## src/temp_pin_pkg.sv

```systemverilog
// Constants for the temperature/control pin monitor.
// Assumes a single 25 MHz clock and an APB slave with 32-bit data.
package temp_pin_pkg;

  // ****************************************
  // Timing
  // ****************************************
  localparam int CLK_HZ = 25_000_000;
  localparam int BIAS_MS = 25;
  localparam int DEGLITCH_MS = 10;
  localparam int MONITOR_MS = 100;
  localparam int BIAS_CYC = BIAS_MS * (CLK_HZ / 1000);
  localparam int DEGLITCH_CYC = DEGLITCH_MS * (CLK_HZ / 1000);
  localparam int MONITOR_CYC = MONITOR_MS * (CLK_HZ / 1000);
  localparam int CNT_W = 22;

  // ****************************************
  // Register map (byte addresses)
  // ****************************************
  localparam logic [7:0] CTRL_OFF = 8'h00;
  localparam logic [7:0] STATUS_OFF = 8'h04;
  localparam logic [7:0] MASK_OFF = 8'h08;
  localparam logic [7:0] STATE_OFF = 8'h0c;
  localparam logic [7:0] POWER_OFF = 8'h10;
  localparam int CTRL_EN_BIT = 0;
  localparam int CTRL_RESTART_BIT = 1;
  localparam logic CTRL_EN_RESET = 1'b1;
  localparam logic [4:0] MASK_RESET = 5'h00;
  // Status / mask bit positions
  localparam int EV_TEMP = 0;
  localparam int EV_CTRL_HI = 1;
  localparam int EV_CTRL_LO = 2;
  localparam int EV_DIE = 3;
  localparam int EV_PKT = 4;

  // ****************************************
  // End-transfer packet
  // ****************************************
  localparam logic [7:0] PKT_HEADER = 8'h02;
  localparam logic [7:0] REASON_CHARGE_DONE = 8'h01;
  localparam logic [7:0] REASON_INTERNAL_FAULT = 8'h02;
  localparam logic [7:0] REASON_OVERTEMP = 8'h03;

  typedef enum logic [2:0] {
    ST_IDLE = 3'b001,
    ST_BIAS = 3'b010,
    ST_MON = 3'b100
  } meas_state_e;

endpackage

```

## src/temp_pin_monitor.sv

```systemverilog
// Temperature/control pin monitor: bias window, monitoring window, shutdown
// handling, die thermal protection, end-transfer requests and power report.
// Assumes analog comparators outside deliver asynchronous levels; APB master on I_MCLK.
`timescale 1ns/1ns
module temp_pin_monitor
  import temp_pin_pkg::*;
#(
  parameter int BIAS_CYCLES = BIAS_CYC,
  parameter int DEGLITCH_CYCLES = DEGLITCH_CYC,
  parameter int MONITOR_CYCLES = MONITOR_CYC
)
(
  input wire logic I_MCLK,
  input wire logic I_ARST_N,
  input wire logic i_psel,
  input wire logic i_penable,
  input wire logic i_pwrite,
  input wire logic [7:0] i_paddr,
  input wire logic [31:0] i_pwdata,
  output logic [31:0] o_prdata,
  output logic o_pready,
  output logic o_pslverr,
  input wire logic i_hot_cmp,
  input wire logic i_cold_cmp,
  input wire logic i_ctrl_high_cmp,
  input wire logic i_ctrl_low_cmp,
  input wire logic i_die_shutdown,
  input wire logic i_die_restart_ok,
  input wire logic [15:0] i_out_power,
  input wire logic [15:0] i_loss_power,
  output logic o_temp_bias_strobe,
  output logic o_output_regulator_off,
  output logic o_rx_shutdown,
  output logic o_charge_done,
  output logic o_fault,
  output logic o_end_transfer_packet_valid,
  output logic [7:0] o_end_transfer_packet_header,
  output logic [7:0] o_end_transfer_packet_reason,
  output logic o_rx_power_valid,
  output logic [15:0] o_rx_power,
  output logic o_irq
);

  // ****************************************
  // Input synchronisers
  // ****************************************
  logic [5:0] sync1;
  logic [5:0] sync2;

  // Analog comparator levels are asynchronous to the clock
  always_ff @(posedge I_MCLK or negedge I_ARST_N)
  begin
    if (!I_ARST_N)
    begin
      sync1 <= 6'h00;
      sync2 <= 6'h00;
    end
    else
    begin
      sync1 <= {i_die_restart_ok, i_die_shutdown, i_ctrl_low_cmp, i_ctrl_high_cmp,
                i_cold_cmp, i_hot_cmp};
      sync2 <= sync1;
    end
  end

  logic hot_s, cold_s, chi_s, clo_s, dsd_s, dhys_s;
  assign {dhys_s, dsd_s, clo_s, chi_s, cold_s, hot_s} = sync2;

  // ****************************************
  // Measurement sequencer and flags
  // ****************************************
  meas_state_e state, next_state;
  logic [CNT_W-1:0] cnt, next_cnt;
  logic [CNT_W-1:0] hot_cnt, next_hot_cnt;
  logic [CNT_W-1:0] cold_cnt, next_cold_cnt;
  logic hot_ok, next_hot_ok, cold_ok, next_cold_ok;
  logic ctrl_flag, next_ctrl_flag;
  logic temp_fault, next_temp_fault;
  logic shut_done, next_shut_done;
  logic shut_fault, next_shut_fault;
  logic reg_off, next_reg_off;
  logic pkt_valid, next_pkt_valid;
  logic [7:0] pkt_reason, next_pkt_reason;
  logic pwr_valid, next_pwr_valid;
  logic [15:0] pwr, next_pwr;
  logic ctrl_en;
  logic restart;
  logic run;
  logic bias_end, mon_end;

  assign run = ctrl_en && !o_rx_shutdown;
  assign bias_end = (state == ST_BIAS) && (cnt == CNT_W'(BIAS_CYCLES - 1));
  assign mon_end = (state == ST_MON) && (cnt == CNT_W'(MONITOR_CYCLES - 1));

  // Deglitch counter: counts stable-high cycles, saturates at the filter time
  function automatic logic [CNT_W-1:0] deglitch(input logic lvl, input logic [CNT_W-1:0] c);
    if (!lvl)
      return '0;
    else if (c == CNT_W'(DEGLITCH_CYCLES))
      return c;
    else
      return c + CNT_W'(1);
  endfunction

  // Sequencer, deglitch filters, shutdown latches and packet requests
  always_comb
  begin
    next_state = state;
    next_cnt = cnt + CNT_W'(1);
    next_hot_cnt = '0;
    next_cold_cnt = '0;
    next_hot_ok = hot_ok;
    next_cold_ok = cold_ok;
    next_ctrl_flag = ctrl_flag;
    next_temp_fault = temp_fault;
    next_shut_done = shut_done;
    next_shut_fault = shut_fault;
    next_reg_off = reg_off;
    next_pkt_valid = 1'b0;
    next_pkt_reason = pkt_reason;
    next_pwr_valid = 1'b0;
    next_pwr = pwr;
    case (state)
      ST_IDLE:
      begin
        next_cnt = '0;
        if (run)
          next_state = ST_BIAS;
      end
      ST_BIAS:
      begin
        // Comparators only mean something while the divider is biased
        next_hot_cnt = deglitch(hot_s, hot_cnt);
        next_cold_cnt = deglitch(cold_s, cold_cnt);
        if (next_hot_cnt == CNT_W'(DEGLITCH_CYCLES))
          next_hot_ok = 1'b1;
        if (next_cold_cnt == CNT_W'(DEGLITCH_CYCLES))
          next_cold_ok = 1'b1;
        if (!run)
        begin
          // A cut window must not hand an accepted result to the next one
          next_state = ST_IDLE;
          next_hot_ok = 1'b0;
          next_cold_ok = 1'b0;
        end
        else if (bias_end)
        begin
          next_state = ST_MON;
          next_cnt = '0;
          next_temp_fault = hot_ok || cold_ok;
          if (hot_ok || cold_ok)
            next_shut_fault = 1'b1;
          next_hot_ok = 1'b0;
          next_cold_ok = 1'b0;
        end
      end
      ST_MON:
      begin
        if (run && chi_s)
        begin
          next_ctrl_flag = 1'b1;
          next_shut_done = 1'b1;
        end
        else if (run && clo_s)
        begin
          next_shut_fault = 1'b1;
        end
        if (!run)
        begin
          next_state = ST_IDLE;
        end
        else if (mon_end)
        begin
          next_state = ST_BIAS;
          next_cnt = '0;
          next_pwr = i_out_power + i_loss_power;
          next_pwr_valid = 1'b1;
        end
      end
      default:
      begin
        next_state = ST_IDLE;
        next_cnt = '0;
      end
    endcase
    // Die protection: off at the limit, back on only past the hysteresis
    if (dsd_s)
      next_reg_off = 1'b1;
    else if (dhys_s)
      next_reg_off = 1'b0;
    // One packet per cycle, for the highest-priority newly entered cause: die shutdown, then fault, then charge done
    if (dsd_s && !reg_off)
    begin
      next_pkt_valid = 1'b1;
      next_pkt_reason = REASON_INTERNAL_FAULT;
    end
    else if (next_shut_fault && !shut_fault)
    begin
      next_pkt_valid = 1'b1;
      next_pkt_reason = REASON_OVERTEMP;
    end
    else if (next_shut_done && !shut_done)
    begin
      next_pkt_valid = 1'b1;
      next_pkt_reason = REASON_CHARGE_DONE;
    end
    // Restart wins only when no new cause arrives in the same cycle
    if (restart && !next_pkt_valid)
    begin
      next_shut_done = 1'b0;
      next_shut_fault = 1'b0;
      next_ctrl_flag = 1'b0;
      next_temp_fault = 1'b0;
    end
  end

  // Sequencer registers
  always_ff @(posedge I_MCLK or negedge I_ARST_N)
  begin
    if (!I_ARST_N)
    begin
      state <= ST_IDLE;
      cnt <= '0;
      hot_cnt <= '0;
      cold_cnt <= '0;
      hot_ok <= 1'b0;
      cold_ok <= 1'b0;
      ctrl_flag <= 1'b0;
      temp_fault <= 1'b0;
      shut_done <= 1'b0;
      shut_fault <= 1'b0;
      reg_off <= 1'b0;
      pkt_valid <= 1'b0;
      pkt_reason <= 8'h00;
      pwr_valid <= 1'b0;
      pwr <= 16'h0000;
    end
    else
    begin
      state <= next_state;
      cnt <= next_cnt;
      hot_cnt <= next_hot_cnt;
      cold_cnt <= next_cold_cnt;
      hot_ok <= next_hot_ok;
      cold_ok <= next_cold_ok;
      ctrl_flag <= next_ctrl_flag;
      temp_fault <= next_temp_fault;
      shut_done <= next_shut_done;
      shut_fault <= next_shut_fault;
      reg_off <= next_reg_off;
      pkt_valid <= next_pkt_valid;
      pkt_reason <= next_pkt_reason;
      pwr_valid <= next_pwr_valid;
      pwr <= next_pwr;
    end
  end

  // Outside the bias window the strobe is low and the pin floats for the host
  assign o_temp_bias_strobe = (state == ST_BIAS);
  assign o_output_regulator_off = reg_off;
  assign o_rx_shutdown = shut_done || shut_fault;
  assign o_charge_done = shut_done;
  assign o_fault = shut_fault;
  assign o_end_transfer_packet_valid = pkt_valid;
  assign o_end_transfer_packet_header = PKT_HEADER;
  assign o_end_transfer_packet_reason = pkt_reason;
  assign o_rx_power_valid = pwr_valid;
  assign o_rx_power = pwr;

  // ****************************************
  // APB slave, status and interrupt
  // ****************************************
  logic [4:0] status, next_status;
  logic [4:0] mask, next_mask;
  logic ctrl_en_q, next_ctrl_en;
  logic restart_q, next_restart;
  logic [31:0] rdata, next_rdata;
  logic mapped;
  logic acc;
  logic [4:0] events;

  assign mapped = (i_paddr == CTRL_OFF) || (i_paddr == STATUS_OFF) || (i_paddr == MASK_OFF)
               || (i_paddr == STATE_OFF) || (i_paddr == POWER_OFF);
  assign acc = i_psel && i_penable;
  // Each cause bit follows the very condition that latches its shutdown cause; the packet bit follows pkt_valid
  assign events = {pkt_valid, dsd_s && !reg_off,
                   (state == ST_MON) && run && !chi_s && clo_s && !shut_fault,
                   next_shut_done && !shut_done, bias_end && run && (hot_ok || cold_ok)};
  assign ctrl_en = ctrl_en_q;
  assign restart = restart_q;

  // Register writes, read data capture in setup, read-to-clear status
  always_comb
  begin
    next_ctrl_en = ctrl_en_q;
    next_restart = 1'b0;
    next_mask = mask;
    next_status = status;
    next_rdata = rdata;
    if (i_psel && !i_penable && !i_pwrite)
    begin
      case (i_paddr)
        CTRL_OFF: next_rdata = {30'h0, 1'b0, ctrl_en_q};
        STATUS_OFF: next_rdata = {27'h0, status};
        MASK_OFF: next_rdata = {27'h0, mask};
        STATE_OFF: next_rdata = {24'h0, reg_off, shut_fault, shut_done, temp_fault, ctrl_flag,
                                 state};
        POWER_OFF: next_rdata = {16'h0, pwr};
        default: next_rdata = 32'h0;
      endcase
    end
    if (acc && i_pwrite && i_paddr == CTRL_OFF)
    begin
      next_ctrl_en = i_pwdata[CTRL_EN_BIT];
      next_restart = i_pwdata[CTRL_RESTART_BIT];
    end
    if (acc && i_pwrite && i_paddr == MASK_OFF)
      next_mask = i_pwdata[4:0];
    if (acc && !i_pwrite && i_paddr == STATUS_OFF)
      next_status = 5'h00;
    next_status = next_status | events; // set beats the read clear
  end

  // Register file
  always_ff @(posedge I_MCLK or negedge I_ARST_N)
  begin
    if (!I_ARST_N)
    begin
      ctrl_en_q <= CTRL_EN_RESET;
      restart_q <= 1'b0;
      mask <= MASK_RESET;
      status <= 5'h00;
      rdata <= 32'h0;
    end
    else
    begin
      ctrl_en_q <= next_ctrl_en;
      restart_q <= next_restart;
      mask <= next_mask;
      status <= next_status;
      rdata <= next_rdata;
    end
  end

  assign o_prdata = rdata;
  assign o_pready = acc; // zero wait states: data was captured in setup
  assign o_pslverr = acc && !mapped;
  assign o_irq = |(status & mask);
endmodule

```

## config.mk

```make
export PLATFORM = sky130hd
export DESIGN_NAME = temp_pin_monitor
export DESIGN_NICKNAME = d
export VERILOG_FILES = /design/src/temp_pin_pkg.sv /design/src/temp_pin_monitor.sv
export SDC_FILE = /design/constraint.sdc
export NUM_CORES = 1
export LEC_CHECK = 0
export ABC_AREA = 1
export BUFFER_PORTS_ARGS = -buffer_cell sky130_fd_sc_hd__buf_2
export CAP_MARGIN = 20
export CORE_MARGIN = 5
export CORE_UTILIZATION = 30
export CTS_CLUSTER_DIAMETER = 100
export CTS_CLUSTER_SIZE = 24
export DETAILED_ROUTE_END_ITERATION = 16
export PLACE_DENSITY = 0.6
export RECOVER_POWER = 100
export REMOVE_ABC_BUFFERS = 1
export SETUP_SLACK_MARGIN = 0.3
export SLEW_MARGIN = 30
export SYNTH_ARGS = -nofsm -noshare
export SYNTH_HDL_FRONTEND = slang
export SYNTH_SLANG_ARGS = --single-unit
```

## constraint.sdc

```tcl
create_clock -name I_MCLK -period 2.3 [get_ports I_MCLK]
set_input_delay 0.69 -clock I_MCLK [delete_from_list [all_inputs] [get_ports I_MCLK]]
set_output_delay 0.69 -clock I_MCLK [all_outputs]
set_load 0.02 [all_outputs]
```

-- After elaboration in Yosys (flattened, before gate mapping)
Index checks and enable logic that the tools add are counted.
- bits in registers: 158
- latch bits: 0
- RAM bits: 0
- memory bits (read-only): 0
- output and inout port bits: 74
- memories: 0
- add/subtract/negate cells: 4
- multiply operators: 0
- div/mod/pow operators: 0
- $lt $le $gt $ge: 0
- equality and inequality tests: 18
- shift operators: 0
- mux-type cells: 56
- bitwise operators: 2
- reductions and logical operators: 55
- operators by type and width (kind ; count):
    $mux 22 ; 12
    $eq 22x18->1 const B ; 4
    $pmux 16 s5 ; 1
    $add 22x1->22 const B ; 3
    $pmux 22 s2 ; 1
    $mux 1 ; 31
    $logic_and 1x1->1 ; 25
    $mux 8 ; 3
    $eq 22x20->1 const B ; 1
    $eq 22x22->1 const B ; 1
    $add 16x16->16 ; 1
    $eq 8x4->1 const B ; 2
    $mux 3 ; 5
    $reduce_bool 2->1 ; 6
    $logic_not 1->1 ; 9
    $pmux 3 s3 ; 1
    $reduce_and 3->1 ; 3
    $eq 8x3->1 const B ; 1
    $eq 8x5->1 const B ; 1
    $logic_not 8->1 ; 1
    $logic_or 1x1->1 ; 6
    $ne 3x1->1 const B ; 2
    $reduce_and 2->1 ; 3
    $and 5x5->5 ; 1
    11 further kinds ; 11

-- Longest topological paths before layout
- word-level depth: 15
- depth in mapped cells: 15

-- Worst setup path after synthesis
No wires, ideal clock.
- path kind: input-to-output
- start: in i_paddr[7]
- end: out o_pslverr
- arrival: 1947 ps
- data required time: 1610 ps
- path slack: -337 ps
- stages: 6
- path buffers: 1
- cells stage by stage: or2_1 nor3_1 nand4_1 clkbuf_1 nand4_1 nor3_1
- cells in the longest elaborated chain, start to end: 7
- RTL lines (item ; line ; RTL):
    start: declaration ; temp_pin_monitor.sv:18 ; input wire logic [7:0] i_paddr,
    $eq 8x3->1 / $logic_not 8->1 (equally long branches) ; temp_pin_monitor.sv:282 ; assign mapped = (i_paddr == CTRL_OFF) || (i_paddr == STATUS_OFF) || (i_paddr == MASK_OFF)
    $logic_or 1x1->1 (2 in series) ; temp_pin_monitor.sv:282 ;
    $logic_or 1x1->1 ; temp_pin_monitor.sv:283 ; || (i_paddr == STATE_OFF) || (i_paddr == POWER_OFF);
    $logic_or 1x1->1 (*) ; temp_pin_monitor.sv:283 ;
    $logic_not 1->1 (*) ; temp_pin_monitor.sv:347 ; assign o_pslverr = acc && !mapped;
    $logic_and 1x1->1 (*) ; temp_pin_monitor.sv:347 ;
    end: declaration ; temp_pin_monitor.sv:22 ; output logic o_pslverr,
Mark *: on every way between the ends. The rest lies on a longest branch, timed or not.

-- Worst setup path in the final report
Same ends and word-level chain as after synthesis.

==> flow_metrics.env <==
export IMPL_crit_type="in2out"
export IMPL_dr_pass1_iters=5
export IMPL_setup_viol=1
export IMPL_clk_latency_ns=0.42
export IMPL_maxCapViolations=0
export IMPL_fp_coreArea_sq_mm=0.0268
export IMPL_stdcell_count=1612
export IMPL_cts_root_buf="clkbuf_16"
export IMPL_start_util=0.304
export IMPL_drive_above_1_share=0.237
export IMPL_vias_per_cell=4.71
export IMPL_grt_overflow=0
export IMPL_cp_start_kind="input port"
export IMPL_grt_usage=0.139
export IMPL_crit_path_end_kind="output pin"
export IMPL_post_place_ws_ns=-0.169
export IMPL_hold_violations=0
export IMPL_die_w_um=175
export IMPL_utilization=0.384
export IMPL_cts_hold_buffers=0
export IMPL_slew_headroom=0.251
export IMPL_pwr_share_comb=0.080
export IMPL_finalCritPeriodShare=1.06
export IMPL_failed_checks="setup timing"
export IMPL_p_total_w=0.00566
export IMPL_antenna_cells=0
export IMPL_netlist_cell_type_count=47
export IMPL_power_frac_clock=0.492
export IMPL_vias=7585
export IMPL_switching_share=0.243
export IMPL_ant_nets=0
export IMPL_syn_inst=1090
export IMPL_vdd_ir_drop_max_uv=452
export IMPL_p_leak_nw=4.88
export IMPL_areaGrowthSynthToFinish_pct=26.5
export IMPL_antenna_found_initial=1
export IMPL_die_h_um=175
export IMPL_slew_violations=0
export IMPL_io_buffers=99
export IMPL_syn_cell_area_sq_mm=0.00813
export IMPL_worst_slack_ns=-0.140
export IMPL_htreeDepth=4
export IMPL_clockBufferDepth=2
export IMPL_nets=1362
export IMPL_clk_pin_slew_worst_paths_ns=0.06
export IMPL_synthFlopType="dfrtp_1"
export IMPL_fmax_mhz=410
export IMPL_tritoncts="done"
export IMPL_cellPowerDensity_mw_per_mm2=550
export IMPL_p_seq_frac=0.429
export IMPL_grt_max_degree=46
export IMPL_routed_wl_um=21900
export IMPL_fin_skew_ns=0.00642
export IMPL_io_pins=157
export IMPL_grt_pass1_vias=7290
export IMPL_drtIter0Drc=515
export IMPL_async_flop_share=1.00
export IMPL_min_period_ns=2.44
export IMPL_dieArea_sq_mm=0.0305
export IMPL_dpl_cell_count=1550
export IMPL_grt_setup_unrepaired="yes"
export IMPL_wl_per_cell_um=13.6
export IMPL_worst_slew_pin_slew_ns=1.12
export IMPL_grt_first_pass_wirelength_um=35300
export IMPL_status="finished with violations"
export IMPL_cts_buffers=17
export IMPL_ys_seq_elements=136
export IMPL_place_congestion=0.873
export IMPL_cp_data_required_time_ns=1.61
export IMPL_path_max_fanout=2
export IMPL_cp_arrival_ns=1.75
export IMPL_switching_power_w=0.00138
export IMPL_min_path_type="reg2reg"
export IMPL_dp_hpwl_um=16400
export IMPL_fill_cells=2705
export IMPL_clock_sinks=136
export IMPL_rows=60
export IMPL_synth_seq_area_share=0.419
export IMPL_yosysWarnings=0
export IMPL_synth_edf_count=0
export IMPL_internal_power_w=0.00429
export IMPL_tns_ns=-0.140
export IMPL_avgSynthCellArea_sq_um=7.46
export IMPL_drc=0
## cell type report
| type | count | area [sq um] | share of cell area |
|---|---|---|---|
| flip-flops and latches | 136 | 3410 | 0.332 |
| clock buffers | 18 | 429 | 0.0417 |
| multi-input cells | 768 | 4180 | 0.407 |
| clock inverters | 14 | 173 | 0.0168 |
| repair buffers | 162 | 997 | 0.0969 |
| well taps | 341 | 427 | 0.0415 |
| inverters | 171 | 656 | 0.0637 |
| repair inverters | 2 | 11.3 | 0.00109 |
## Yosys cell counts (all sizes together), types with 4 or more instances
cell	n	share of area
o21ai	53	0.033
o31ai	10	0.0092
mux2	6	0.0083
nand2	232	0.11
dfrtp	134	0.41
nor3	31	0.024
ha	20	0.031
inv	168	0.078
xor2	16	0.017
nand3	92	0.061
clkbuf	11	0.0051
a31oi	6	0.0046
nor4	7	0.0054
a221oi	4	0.0043
nand4	31	0.024
a21oi	40	0.025
nand3b	4	0.0037
buf	32	0.029
nor2	159	0.083
o22ai	9	0.0069
## state kept, by name, summed over array words and instances (netlist names), 5 cells and up
name	cells
sync1	6
cold_cnt	22
o_prdata	16
cnt	22
hot_cnt	22
status	5
o_rx_power	16
mask	5
sync2	6
## power groups by stage
stage               sequential, W  clock, W  combinational [W]
floorplan                 0.00248         0           0.000225
global placement          0.00247         0           0.000446
detailed placement        0.00247         0           0.000449
CTS                       0.00243   0.00285           0.000455
global route              0.00243   0.00295           0.000510
finish                    0.00243   0.00278           0.000451
## path summary, 6_finish.rpt
kind                       startpoint          end  cells after the start  slack (ns)
min in group asynchronous    I_ARST_N      cnt[12]                      1        0.48
max in group asynchronous    I_ARST_N  cold_cnt[7]                      2        0.53
hold reg to reg              sync1[0]     sync2[0]                      0        0.34
setup reg to reg               cnt[0]      cnt[18]                     14        0.27
setup / recovery           i_paddr[7]    o_pslverr                      9       -0.14
hold / removal               sync1[0]     sync2[0]                      0        0.34
## logic make-up after synthesis
group	count (synthesis)	share of synthesized area
AO/OA/AOI/OAI	132	0.0928
other	2	0.000923
AND/OR/NAND/NOR	560	0.312
XOR/XNOR	19	0.0205
multiplexers	6	0.00831
flip-flops	136	0.419
adder cells (fa/ha/maj)	21	0.0332
buffers and inverters	214	0.113
## layer usage
| layer | global-route usage | routed length, um | vias to the layer above |
|---|---|---|---|
| met2 | 0.241 | 11000 | 187 |
| li1 | - | - | 3829 |
| met5 | 0 | 7 | - |
| met4 | 0.0409 | 368 | 2 |
| met1 | 0.176 | 9510 | 3543 |
| met3 | 0.0296 | 1030 | 24 |
## cell usage in the layout, fill, tap and decap left out, types with 5 or more instances in the layout
cell type   instances
inv_1             155
buf_2              96
ha_1               16
nor4_1              6
nand3_2             7
o22ai_1             9
nor3_1             18
xor2_1             16
nand4_1            31
dfrtp_1           129
clkinvlp_4          6
nor3_2             10
o21ai_1             6
o21ai_0            45
mux2_2              6
clkbuf_16          17
buf_4              57
nand2_2            10
inv_2              12
a31oi_1             6
dfrtp_2             5
conb_1             30
nor2_2             15
nand2_1           218
o31ai_1            10
nand3_1            81
nor2_4             15
nor2_1            129
a21oi_1            39
## timing repair
| item | in CTS | in global routing |
|---|---|---|
| gates resized for setup | 15 | 82 |
| endpoints found under the setup margin | 25 | 42 |
| cloned | 0 | 2 |
| setup buffers | 7 | 21 |
| pin swaps | 2 | 29 |
## critical path: stages
cell     delay [ns]
buf_2          0.09
or2_4          0.25
nor3_4         0.14
inv_2          0.06
nor3_2         0.13
inv_1          0.08
nand4_1        0.07
nor3_1         0.06
buf_2          0.17
## per-stage QoR
step	cell area (sq um)	hold slack [ns]
2_1_floorplan	7960	0.331
4_1_cts	9870	0.203
6_report	10300	0.344
3_5_place_dp	9180	0.336
3_3_place_gp	9180	0.333
5_1_grt	10300	0.354
(Power assumes the default switching activity.)
